===== config.mk =====
export PLATFORM = sky130hd
export DESIGN_NAME = adc_output_and_config_port
export DESIGN_NICKNAME = d
export VERILOG_FILES = /design/src/adc_output_and_config_port.v /design/src/two_entry_buffer.v
export VERILOG_INCLUDE_DIRS = /design/src /design/src/src
export SDC_FILE = /design/constraint.sdc
export NUM_CORES = 1
export LEC_CHECK = 0
export BUFFER_PORTS_ARGS = -buffer_cell sky130_fd_sc_hd__buf_2
export CAP_MARGIN = 20
export CORE_ASPECT_RATIO = 1.25
export CORE_UTILIZATION = 25
export DETAILED_ROUTE_END_ITERATION = 12
export SLEW_MARGIN = 40
export SYNTH_ARGS = -nofsm -noshare
export SYNTH_HDL_FRONTEND = slang
export SYNTH_SLANG_ARGS = --single-unit

===== constraint.sdc =====
create_clock -name clk -period 3.7 [get_ports clk]
set_input_delay 0.185 -clock clk [delete_from_list [all_inputs] [get_ports clk]]
set_output_delay 0.185 -clock clk [all_outputs]
set_load 0.1 [all_outputs]

===== src/adc_port_defines.vh =====
`ifndef ADC_PORT_DEFINES_VH
`define ADC_PORT_DEFINES_VH

// Sample word and pipeline.
`define SAMPLE_W 16
`define FULL_LATENCY 6

// Clock and nap detection timing.
`define CLK_PERIOD_NS 40
`define NAP_PERIOD_NS 2000
`define NAP_CYCLES (`NAP_PERIOD_NS / `CLK_PERIOD_NS)
`define NAP_CNT_W 12

// Serial frame: one direction bit, seven address bits, eight data bits.
`define BIT_CNT_W 5
`define HDR_LAST 5'h07
`define FRAME_LAST 5'h0f

// Mode control register addresses and reset value.
`define NREG 7'h04
`define REG_A1 2'h1
`define REG_A2 2'h2
`define REG_A3 2'h3
`define MREG_RESET 8'h00

// Field positions inside the mode control registers.
`define PD_HI 1
`define PD_LO 0
`define DCS_BIT 0
`define PHASE_HI 2
`define PHASE_LO 1
`define MODE_HI 1
`define MODE_LO 0
`define CUR_HI 4
`define CUR_LO 2
`define TERM_BIT 5

// Output formats.
`define OUT_FULL_CMOS 2'h0
`define OUT_DDR_LVDS 2'h1
`define OUT_DDR_CMOS 2'h2

// Power states.
`define PWR_ON 2'h0
`define PWR_NAP 2'h1
`define PWR_SLEEP 2'h2

// Default driver current code and buffer depth.
`define CUR_DEFAULT 3'h0
`define BUF_DEPTH 2'h2

`endif


===== src/adc_output_and_config_port.v =====
`timescale 1ns/10ps
`default_nettype none
`include "adc_port_defines.vh"

// What this block does
// A conversion starts on each encode rising edge or complement falling edge; here none starts on an edge that finds the output buffer full.
// For single-ended encode the outside holds the complement input at ground.
// Strap low: the four configuration pins form a serial mode interface.
// Strap high: the four pins are static inputs for a reduced mode set.
// Serial data shifts into mode registers only while chip select is low.
// Serial input is sampled on the rising serial clock edge.
// Readback drives register bits on serial out for falling-edge capture.
// Serial out is open drain and only pulls low.
// Parallel mode: chip select enables the duty cycle stabilizer.
// Parallel mode: serial clock pin selects the output format.
// Parallel mode: serial in and serial out pins select power-down states.
// Full-rate format shows all sixteen bits, bit 15 most significant.
// Full-rate data changes with the falling output clock edge.
// The negative output clock is always the inverse of the positive.
// The output clock phase can be delayed by a mode register setting.
// DDR CMOS puts two bits on each of eight pins, others released.
// DDR shows even bits while output clock is low, odd while high.
// DDR data changes on both output clock edges.
// LVDS carries bit pairs, overflow and clock on differential pairs.
// LVDS offers programmable driver current and optional internal termination.
// The overflow flag is high when the input is out of range.
// Latency is six encode cycles full rate, six and a half DDR.
// Overflow has the same pipeline delay as its sample bits.
// DDR CMOS cannot be chosen in parallel programming mode.
// Nap is entered when the encode clock stops or runs too slowly.
// Chip select high leaves mode registers untouched by serial activity.
// Capture logic samples data and overflow on the output clock edges.
module adc_output_and_config_port #(
  parameter SAMPLE_W = `SAMPLE_W,
  parameter LATENCY = `FULL_LATENCY,
  parameter NAP_CYC = `NAP_CYCLES
) (
  input wire clk,
  input wire rst,
  input wire ce,
  input wire encode_in_pos,
  input wire encode_in_neg,
  input wire prog_mode_strap,
  input wire cs_n,
  input wire sck,
  input wire sdi,
  input wire sdo_in,
  output reg sdo_out,
  output reg sdo_oe,
  input wire [SAMPLE_W-1:0] sample_in,
  input wire over_range,
  input wire under_range,
  output reg convert_ready,
  output reg conversion_start,
  input wire sample_out_ready,
  output reg [SAMPLE_W-1:0] data_out,
  output reg [SAMPLE_W-1:0] data_oe,
  output reg range_exceeded_flag,
  output reg range_exceeded_flag_neg,
  output reg range_flag_neg_oe,
  output reg sample_out_clk_pos,
  output reg sample_out_clk_neg,
  output reg [1:0] out_mode,
  output reg dcs_enable,
  output reg [1:0] power_mode,
  output reg nap_active,
  output reg [2:0] lvds_current,
  output reg lvds_term
);

  localparam PIPE_W = SAMPLE_W + 2;

  // Every encode and configuration pin input passes two flip-flops before any logic sees it; sample and range inputs do not.
  reg [6:0] sync1;
  reg [6:0] sync2;
  wire s_enc_pos = sync2[0];
  wire s_enc_neg = sync2[1];
  wire s_strap = sync2[2];
  wire s_cs_n = sync2[3];
  wire s_sck = sync2[4];
  wire s_sdi = sync2[5];
  wire s_sdo = sync2[6];

  always @(posedge clk) begin
    if (rst) begin
      sync1 <= 7'h00;
      sync2 <= 7'h00;
    end else if (ce) begin
      sync1 <= {sdo_in, sdi, sck, cs_n, prog_mode_strap, encode_in_neg, encode_in_pos};
      sync2 <= sync1;
    end
  end

  // With the complement grounded this is just the positive input, so one
  // detector serves both differential and single-ended drive.
  wire enc_lvl = s_enc_pos & ~s_enc_neg;
  reg enc_prev;
  reg enc_d2;
  reg sck_prev;
  reg rise_d;
  reg fall_d;
  wire enc_rise = enc_lvl & ~enc_prev;
  wire enc_fall = ~enc_lvl & enc_prev;
  wire sck_rise = s_sck & ~sck_prev;
  wire sck_fall = ~s_sck & sck_prev;

  always @(posedge clk) begin
    if (rst) begin
      enc_prev <= 1'b0;
      enc_d2 <= 1'b0;
      sck_prev <= 1'b0;
      rise_d <= 1'b0;
      fall_d <= 1'b0;
    end else if (ce) begin
      enc_prev <= enc_lvl;
      enc_d2 <= enc_prev;
      sck_prev <= s_sck;
      rise_d <= enc_rise;
      fall_d <= enc_fall;
    end
  end

  // The strap is a board tie, so it is caught once, after the synchroniser
  // has filled following reset, and never followed again.
  reg [1:0] strap_wait;
  reg serial_mode;

  always @(posedge clk) begin
    if (rst) begin
      strap_wait <= 2'h0;
      serial_mode <= 1'b1;
    end else if (ce && strap_wait != 2'h3) begin
      strap_wait <= strap_wait + 2'h1;
      if (strap_wait == 2'h2) begin
        serial_mode <= ~s_strap;
      end
    end
  end

  // Serial configuration engine.
  reg [7:0] mreg [0:3];
  reg [`BIT_CNT_W-1:0] bit_cnt;
  reg [14:0] shifter;
  reg rw_l;
  reg [6:0] addr_l;
  reg rd_act;
  reg [7:0] rd_sh;
  wire [6:0] hdr_addr = {shifter[5:0], s_sdi};
  wire frame_open = serial_mode & ~s_cs_n;
  integer i;

  always @(posedge clk) begin
    if (rst) begin
      for (i = 0; i < 4; i = i + 1) begin
        mreg[i] <= `MREG_RESET;
      end
      bit_cnt <= {`BIT_CNT_W{1'b0}};
      shifter <= 15'h0000;
      rw_l <= 1'b0;
      addr_l <= 7'h00;
      rd_act <= 1'b0;
      rd_sh <= 8'h00;
      sdo_oe <= 1'b0;
      sdo_out <= 1'b0;
    end else if (ce) begin
      sdo_out <= 1'b0;
      if (!frame_open) begin
        bit_cnt <= {`BIT_CNT_W{1'b0}};
        rd_act <= 1'b0;
        sdo_oe <= 1'b0;
      end else begin
        if (sck_rise) begin
          shifter <= {shifter[13:0], s_sdi};
          if (bit_cnt == `FRAME_LAST) begin
            bit_cnt <= {`BIT_CNT_W{1'b0}};
          end else begin
            bit_cnt <= bit_cnt + 5'h01;
          end
          if (bit_cnt == `HDR_LAST) begin
            rw_l <= shifter[6];
            addr_l <= hdr_addr;
            rd_act <= shifter[6];
            if (hdr_addr < `NREG) begin
              rd_sh <= mreg[hdr_addr[1:0]];
            end else begin
              rd_sh <= 8'h00;
            end
          end
          if (bit_cnt == `FRAME_LAST && !rw_l && addr_l < `NREG) begin
            mreg[addr_l[1:0]] <= {shifter[6:0], s_sdi};
          end
        end
        if (sck_fall && rd_act) begin
          // Only a zero pulls the line; a one is left to the pull-up.
          sdo_oe <= ~rd_sh[7];
          rd_sh <= {rd_sh[6:0], 1'b0};
        end
      end
    end
  end

  // Encode activity watch.
  reg [`NAP_CNT_W-1:0] idle_cnt;
  wire enc_slow = (idle_cnt >= NAP_CYC);

  always @(posedge clk) begin
    if (rst) begin
      idle_cnt <= {`NAP_CNT_W{1'b0}};
    end else if (ce) begin
      if (enc_rise) begin
        idle_cnt <= {`NAP_CNT_W{1'b0}};
      end else if (!enc_slow) begin
        idle_cnt <= idle_cnt + 12'h001;
      end
    end
  end

  // Effective configuration, from registers or from the static pins.
  reg [1:0] clk_phase;

  always @(posedge clk) begin
    if (rst) begin
      dcs_enable <= 1'b0;
      out_mode <= `OUT_FULL_CMOS;
      power_mode <= `PWR_ON;
      clk_phase <= 2'h0;
      lvds_current <= `CUR_DEFAULT;
      lvds_term <= 1'b0;
      nap_active <= 1'b0;
    end else if (ce) begin
      if (serial_mode) begin
        dcs_enable <= mreg[`REG_A2][`DCS_BIT];
        clk_phase <= mreg[`REG_A2][`PHASE_HI:`PHASE_LO];
        power_mode <= mreg[`REG_A1][`PD_HI:`PD_LO];
        if (mreg[`REG_A3][`MODE_HI:`MODE_LO] == `OUT_DDR_LVDS ||
            mreg[`REG_A3][`MODE_HI:`MODE_LO] == `OUT_DDR_CMOS) begin
          out_mode <= mreg[`REG_A3][`MODE_HI:`MODE_LO];
        end else begin
          out_mode <= `OUT_FULL_CMOS;
        end
        lvds_current <= mreg[`REG_A3][`CUR_HI:`CUR_LO];
        lvds_term <= mreg[`REG_A3][`TERM_BIT];
      end else begin
        dcs_enable <= s_cs_n;
        // Only two formats reach the pin, so DDR CMOS is out of reach here.
        out_mode <= s_sck ? `OUT_DDR_LVDS : `OUT_FULL_CMOS;
        if (s_sdi) begin
          power_mode <= `PWR_SLEEP;
        end else if (s_sdo) begin
          power_mode <= `PWR_NAP;
        end else begin
          power_mode <= `PWR_ON;
        end
        clk_phase <= 2'h0;
        lvds_current <= `CUR_DEFAULT;
        lvds_term <= 1'b0;
      end
      nap_active <= enc_slow | (power_mode != `PWR_ON);
    end
  end

  // Conversion pipeline: one stage per encode cycle, stalled while the
  // output buffer is full so that no finished sample is dropped.
  reg [PIPE_W-1:0] pipe [0:LATENCY-1];
  wire buf_in_ready;
  wire buf_out_valid;
  wire [SAMPLE_W:0] buf_out_data;
  wire conv_go = enc_rise & buf_in_ready;
  wire conv_live = (power_mode == `PWR_ON) & ~nap_active;
  wire flag_now = over_range | under_range;
  integer j;

  always @(posedge clk) begin
    if (rst) begin
      for (j = 0; j < LATENCY; j = j + 1) begin
        pipe[j] <= {PIPE_W{1'b0}};
      end
      conversion_start <= 1'b0;
      convert_ready <= 1'b0;
    end else if (ce) begin
      conversion_start <= conv_go & conv_live;
      convert_ready <= buf_in_ready;
      if (conv_go) begin
        pipe[0] <= {conv_live, flag_now, sample_in};
        for (j = 1; j < LATENCY; j = j + 1) begin
          pipe[j] <= pipe[j-1];
        end
      end
    end
  end

  // Full rate releases a word with the rising encode edge, DDR with the
  // following falling one, which adds the half cycle.
  wire is_ddr = (out_mode != `OUT_FULL_CMOS);
  wire load_evt = is_ddr ? fall_d : rise_d;
  wire drain = load_evt & sample_out_ready;

  two_entry_buffer #(
    .WIDTH(SAMPLE_W + 1)
  ) out_buffer (
    .clk(clk),
    .rst(rst),
    .ce(ce),
    .in_valid(conv_go & pipe[LATENCY-1][PIPE_W-1]),
    .in_ready(buf_in_ready),
    .in_data(pipe[LATENCY-1][SAMPLE_W:0]),
    .out_valid(buf_out_valid),
    .out_ready(drain),
    .out_data(buf_out_data)
  );

  reg [SAMPLE_W:0] shown;

  always @(posedge clk) begin
    if (rst) begin
      shown <= {(SAMPLE_W + 1){1'b0}};
    end else if (ce && drain && buf_out_valid) begin
      shown <= buf_out_data;
    end
  end

  // Pin mapping per bit pair.
  wire is_lvds = (out_mode == `OUT_DDR_LVDS);
  wire is_ddr_cmos = (out_mode == `OUT_DDR_CMOS);
  wire [SAMPLE_W-1:0] next_data;
  wire [SAMPLE_W-1:0] next_oe;
  genvar k;

  generate
    for (k = 0; k < SAMPLE_W / 2; k = k + 1) begin : lane
      wire pair_bit = enc_d2 ? shown[2*k+1] : shown[2*k];
      assign next_data[2*k+1] = is_ddr ? pair_bit : shown[2*k+1];
      assign next_data[2*k] = is_lvds ? ~pair_bit : (is_ddr ? 1'b0 : shown[2*k]);
      assign next_oe[2*k+1] = 1'b1;
      assign next_oe[2*k] = ~is_ddr_cmos;
    end
  endgenerate

  // Output clock: data follows the undelayed source, the clock may lag it.
  wire clk_src = is_ddr ? enc_d2 : ~enc_d2;
  reg [2:0] clk_delay;
  reg next_clk;

  always @* begin
    case (clk_phase)
      2'h0: next_clk = clk_src;
      2'h1: next_clk = clk_delay[0];
      2'h2: next_clk = clk_delay[1];
      2'h3: next_clk = clk_delay[2];
      default: next_clk = clk_src;
    endcase
  end

  always @(posedge clk) begin
    if (rst) begin
      clk_delay <= 3'h0;
      sample_out_clk_pos <= 1'b0;
      sample_out_clk_neg <= 1'b1;
      data_out <= {SAMPLE_W{1'b0}};
      data_oe <= {SAMPLE_W{1'b0}};
      range_exceeded_flag <= 1'b0;
      range_exceeded_flag_neg <= 1'b0;
      range_flag_neg_oe <= 1'b0;
    end else if (ce) begin
      clk_delay <= {clk_delay[1:0], clk_src};
      sample_out_clk_pos <= next_clk;
      sample_out_clk_neg <= ~next_clk;
      data_out <= next_data;
      data_oe <= next_oe;
      range_exceeded_flag <= shown[SAMPLE_W];
      range_exceeded_flag_neg <= is_lvds & ~shown[SAMPLE_W];
      range_flag_neg_oe <= is_lvds;
    end
  end

endmodule // adc_output_and_config_port

`default_nettype wire


===== src/two_entry_buffer.v =====
`timescale 1ns/10ps
`default_nettype none
`include "adc_port_defines.vh"

module two_entry_buffer #(
  parameter WIDTH = 17
) (
  input wire clk,
  input wire rst,
  input wire ce,
  input wire in_valid,
  output wire in_ready,
  input wire [WIDTH-1:0] in_data,
  output wire out_valid,
  input wire out_ready,
  output wire [WIDTH-1:0] out_data
);

  reg [WIDTH-1:0] mem [0:1];
  reg wr_ptr;
  reg rd_ptr;
  reg [1:0] count;
  wire push;
  wire pop;

  assign in_ready = (count != `BUF_DEPTH);
  assign out_valid = (count != 2'h0);
  assign out_data = mem[rd_ptr];
  assign push = in_valid & in_ready;
  assign pop = out_valid & out_ready;

  always @(posedge clk) begin
    if (rst) begin
      mem[0] <= {WIDTH{1'b0}};
      mem[1] <= {WIDTH{1'b0}};
      wr_ptr <= 1'b0;
      rd_ptr <= 1'b0;
      count <= 2'h0;
    end else if (ce) begin
      if (push) begin
        mem[wr_ptr] <= in_data;
        wr_ptr <= ~wr_ptr;
      end
      if (pop) begin
        rd_ptr <= ~rd_ptr;
      end
      case ({push, pop})
        2'b10: count <= count + 2'h1;
        2'b01: count <= count - 2'h1;
        default: count <= count;
      endcase
    end
  end

endmodule // two_entry_buffer

`default_nettype wire

==> results.sh <==
export IMPL_fillers=4914
export IMPL_yosys_area_share_simple_pct=18.9
export IMPL_gp_congestion=0.759
export IMPL_viasPerCell=4.16
export IMPL_grt_pass1_vias=6984
export IMPL_worstHoldPathCells=2
export IMPL_coreArea_um2=48400
export IMPL_worst_r2r_path_depth=4
export IMPL_antenna_found_initial=0
export IMPL_regArea_um2=7730
export IMPL_drc=0
export IMPL_pwr_share_comb_pct=7.3
export IMPL_rsz0062_at_grt="no"
export IMPL_drtPass1Iterations=4
export IMPL_multiInputGateArea_um2=4130
export IMPL_utilization_pct=29.8
export IMPL_start_kind="flip-flop"
export IMPL_synth_xor_area_share_pct=0.428
export IMPL_drt_iter0_drc=354
export IMPL_dp_hpwl_um=14000
export IMPL_cp_max_fo=14
export IMPL_hold_viol=0
export IMPL_hp_start="rst"
export IMPL_slew_headroom_pct=49.2
export IMPL_period_needed_ns=2.49
export IMPL_drive_above_1_share_pct=18.0
export IMPL_synth_top_area_cell="edfxtp_1"
export IMPL_clk_pin_slew_worst_paths_ns=0.06
export IMPL_power_switching_uw=1710
export IMPL_row_count=90
export IMPL_p_per_area_nw_per_um2=502
export IMPL_synth_top_area_share_pct=42.6
export IMPL_grt_max_degree=108
export IMPL_grt_overflow=0
export IMPL_timing_worst_setup_path_type="flip-flop to flip-flop"
export IMPL_synth_top_family_by_area="simple AND/OR/NAND/NOR gates"
export IMPL_synth_edf_count=174
export IMPL_synth_common_cells="and2_1 (175), edfxtp_1 (174), dfxtp_1 (125)"
export IMPL_track_usage_pct=8.88
export IMPL_finalClockSkew_ns=0.0122
export IMPL_yosysSeqAreaShare_pct=62.9
export IMPL_cts_sinks=299
export IMPL_rrSetupSlack_ns=1.21
export IMPL_seq_power_share_pct=51.0
export IMPL_grt_pass1_wl_um=36500
export IMPL_fin_nets=1090
export IMPL_setup_violations=0
export IMPL_clockBufferDepth=3
export IMPL_initial_utilization_pct=25.4
export IMPL_synth_cells=981
export IMPL_synth_mux_area_share_pct=7.26
export IMPL_numCtsBuffers=31
export IMPL_r2r_start="serial_mode$_SDFFE_PP1P_"
export IMPL_wire_per_inst_um=12.9
export IMPL_critPathCaptureType="flip-flop"
export IMPL_synth_compound_area_share_pct=6.35
export IMPL_hold_path_end="clk_phase[0]$_SDFFE_PP0P_"
export IMPL_yosys_top_cells_area="edfxtp_1 (43%), dfxtp_1 (20%), and2_1 (8.9%)"
export IMPL_p_int_uw=5530
export IMPL_r2r_end="mreg[1][3]$_SDFFCE_PN0P_"
export IMPL_synth_cell_type_count=69
export IMPL_synthArstFlopShare_pct=0
export IMPL_critPathRequiredTime_ns=3.95
export IMPL_synthToLayoutAreaGrowth_pct=17.5
export IMPL_postLayoutCellArea_um2=14400
export IMPL_ant_nets=0
export IMPL_finalWirelength_um=22200
export IMPL_antenna_cells=0
export IMPL_netSwitchingFraction_pct=23.6
export IMPL_die_area_um2=50000
export IMPL_syn_nets=1016
export IMPL_io_pins=80
export IMPL_vias=7175
export IMPL_cp_arrival_ns=2.74
export IMPL_cts_setup_buffers=0
export IMPL_synth_most_common_cell="and2_1"
export IMPL_final_period_utilization_pct=67.2
export IMPL_synth_seq_cells=299
export IMPL_status="finished clean"
export IMPL_fmax_mhz=402
export IMPL_die_height_um=250
export IMPL_port_buffers=78
export IMPL_yosys_area_share_adder_pct=0.611
export IMPL_finalSetupTns_ns=0
export IMPL_synthesis_area_um2=12300
export IMPL_insertion_delay_ns=0.57
export IMPL_ys_warn_count=0
export IMPL_post_dp_cell_area_um2=13200
export IMPL_drv_cap=0
export IMPL_cts_tree="yes"
export IMPL_slew_violations=0
export IMPL_ir_drop_mv=0.362
export IMPL_synth_ff_type="edfxtp_1"
export IMPL_p_leak_uw=0.00536
export IMPL_clock_power_share_pct=41.7
export IMPL_cts_max_level=1
export IMPL_hp_class="input pin to flip-flop"
export IMPL_postSynthAreaPerCell_um2=12.5
export IMPL_cts_root_buf="clkbuf_16"
export IMPL_worstMarginPinSlew_ns=0.760
export IMPL_die_w_um=200
[per-layer routing]
metal	global-route usage [%]	wire length, um	vias up
li1	-	-	3608
met1	11.3	10200	3371
met2	14.7	10300	154
met3	1.74	995	42
met4	3.58	637	0
met5	0	0	-
[layout make-up]
class                           count  area share (%)
Timing Repair Buffer              114            5.17
Inverter                            6           0.156
Sequential cell                   299            53.6
Clock buffer                       48            6.38
Tap cell                          644            5.58
Clock inverter                      9           0.529
Multi-Input combinational cell    603            28.6
[layout by cell type (no fill, tap or decap), types with 7 or more instances in the layout]
master and count:
and2_1 175, edfxtp_1 174, dfxtp_1 123, nor2_1 98, buf_2 77, mux2i_1 64
a21oi_1 43, clkbuf_16 32, nand2_1 31, dlygate4sd3_1 25, a211oi_1 17, nand3_1 13
a22oi_1 12, a211oi_2 12, nor3_1 12, clkbuf_1 10, nor4_1 9, buf_4 9
nand2b_1 7, or2_2 7, or3_1 7, o21ai_0 7, mux4_2 7
[worst max-delay path by stage]
stage,startpoint,endpoint,depth (start not counted)
6_report,serial_mode$_SDFFE_PP1P_,mreg[1][3]$_SDFFCE_PN0P_,4
5_1_grt,serial_mode$_SDFFE_PP1P_,mreg[1][2]$_SDFFCE_PN0P_,4
4_1_cts,enc_prev$_SDFFE_PP0P_,pipe[0][16]$_SDFFCE_PN0P_,6
3_3_place_gp,serial_mode$_SDFFE_PP1P_,rd_sh[1]$_SDFFE_PP0P_,4
2_1_floorplan,enc_prev$_SDFFE_PP0P_,pipe[0][0]$_SDFFCE_PN0P_,3
3_5_place_dp,serial_mode$_SDFFE_PP1P_,rd_sh[6]$_SDFFE_PP0P_,4
[stage by stage]
stage	worst slack, ns	hold slack [ns]	power (uW)	cells
after floorplan	1.18	0.332	4190	981
after global placement	1.29	0.426	4270	1640
after detailed placement	1.23	0.436	4280	1640
after CTS	1.12	0.0152	7340	1722
after global routing	1.04	0.0385	7510	1723
final	1.21	0.0322	7250	1723
[power groups by stage]
stage / Clock (uW) / Combinational, uW / Sequential [uW]
after global placement: 0 / 508 / 3760
final: 3020 / 527 / 3700
after global routing: 3240 / 562 / 3710
after detailed placement: 0 / 512 / 3770
after floorplan: 0 / 302 / 3880
after CTS: 3110 / 533 / 3700
[critical path, cell delays in order (launching register included)]
cell and delay, ns:
dfxtp_1 0.53, and3b_1 0.56, nand3_2 0.33, nor4_4 0.45
or2_2 0.30
[state kept, by name (all words and copies together) (netlist names), 5 cells and up]
signal,count
out_buffer.mem,34
bit_cnt,5
sync2,7
pipe,108
shown,17
rd_sh,8
mreg,32
shifter,7
idle_cnt,12
sync1,7
addr_l,7
data_out,16
[logic make-up (layout without fill, tap and decap cells)]
logic type,Yosys count,after routing
flip-flops,299,299
multiplexers,78,78
other,1,1
adder cells (fa/ha/maj),6,6
buffers and inverters,79,177
AND/OR/NAND/NOR,401,401
XOR/XNOR,6,6
AO/OA/AOI/OAI,111,111
[timing repair]
action,CTS,global route
resized for setup,0,0
endpoints found under the hold margin,24,0
endpoints found under the setup margin,0,0
hold buffers,25,0
Note: power is estimated with default switching activity, not from simulation.
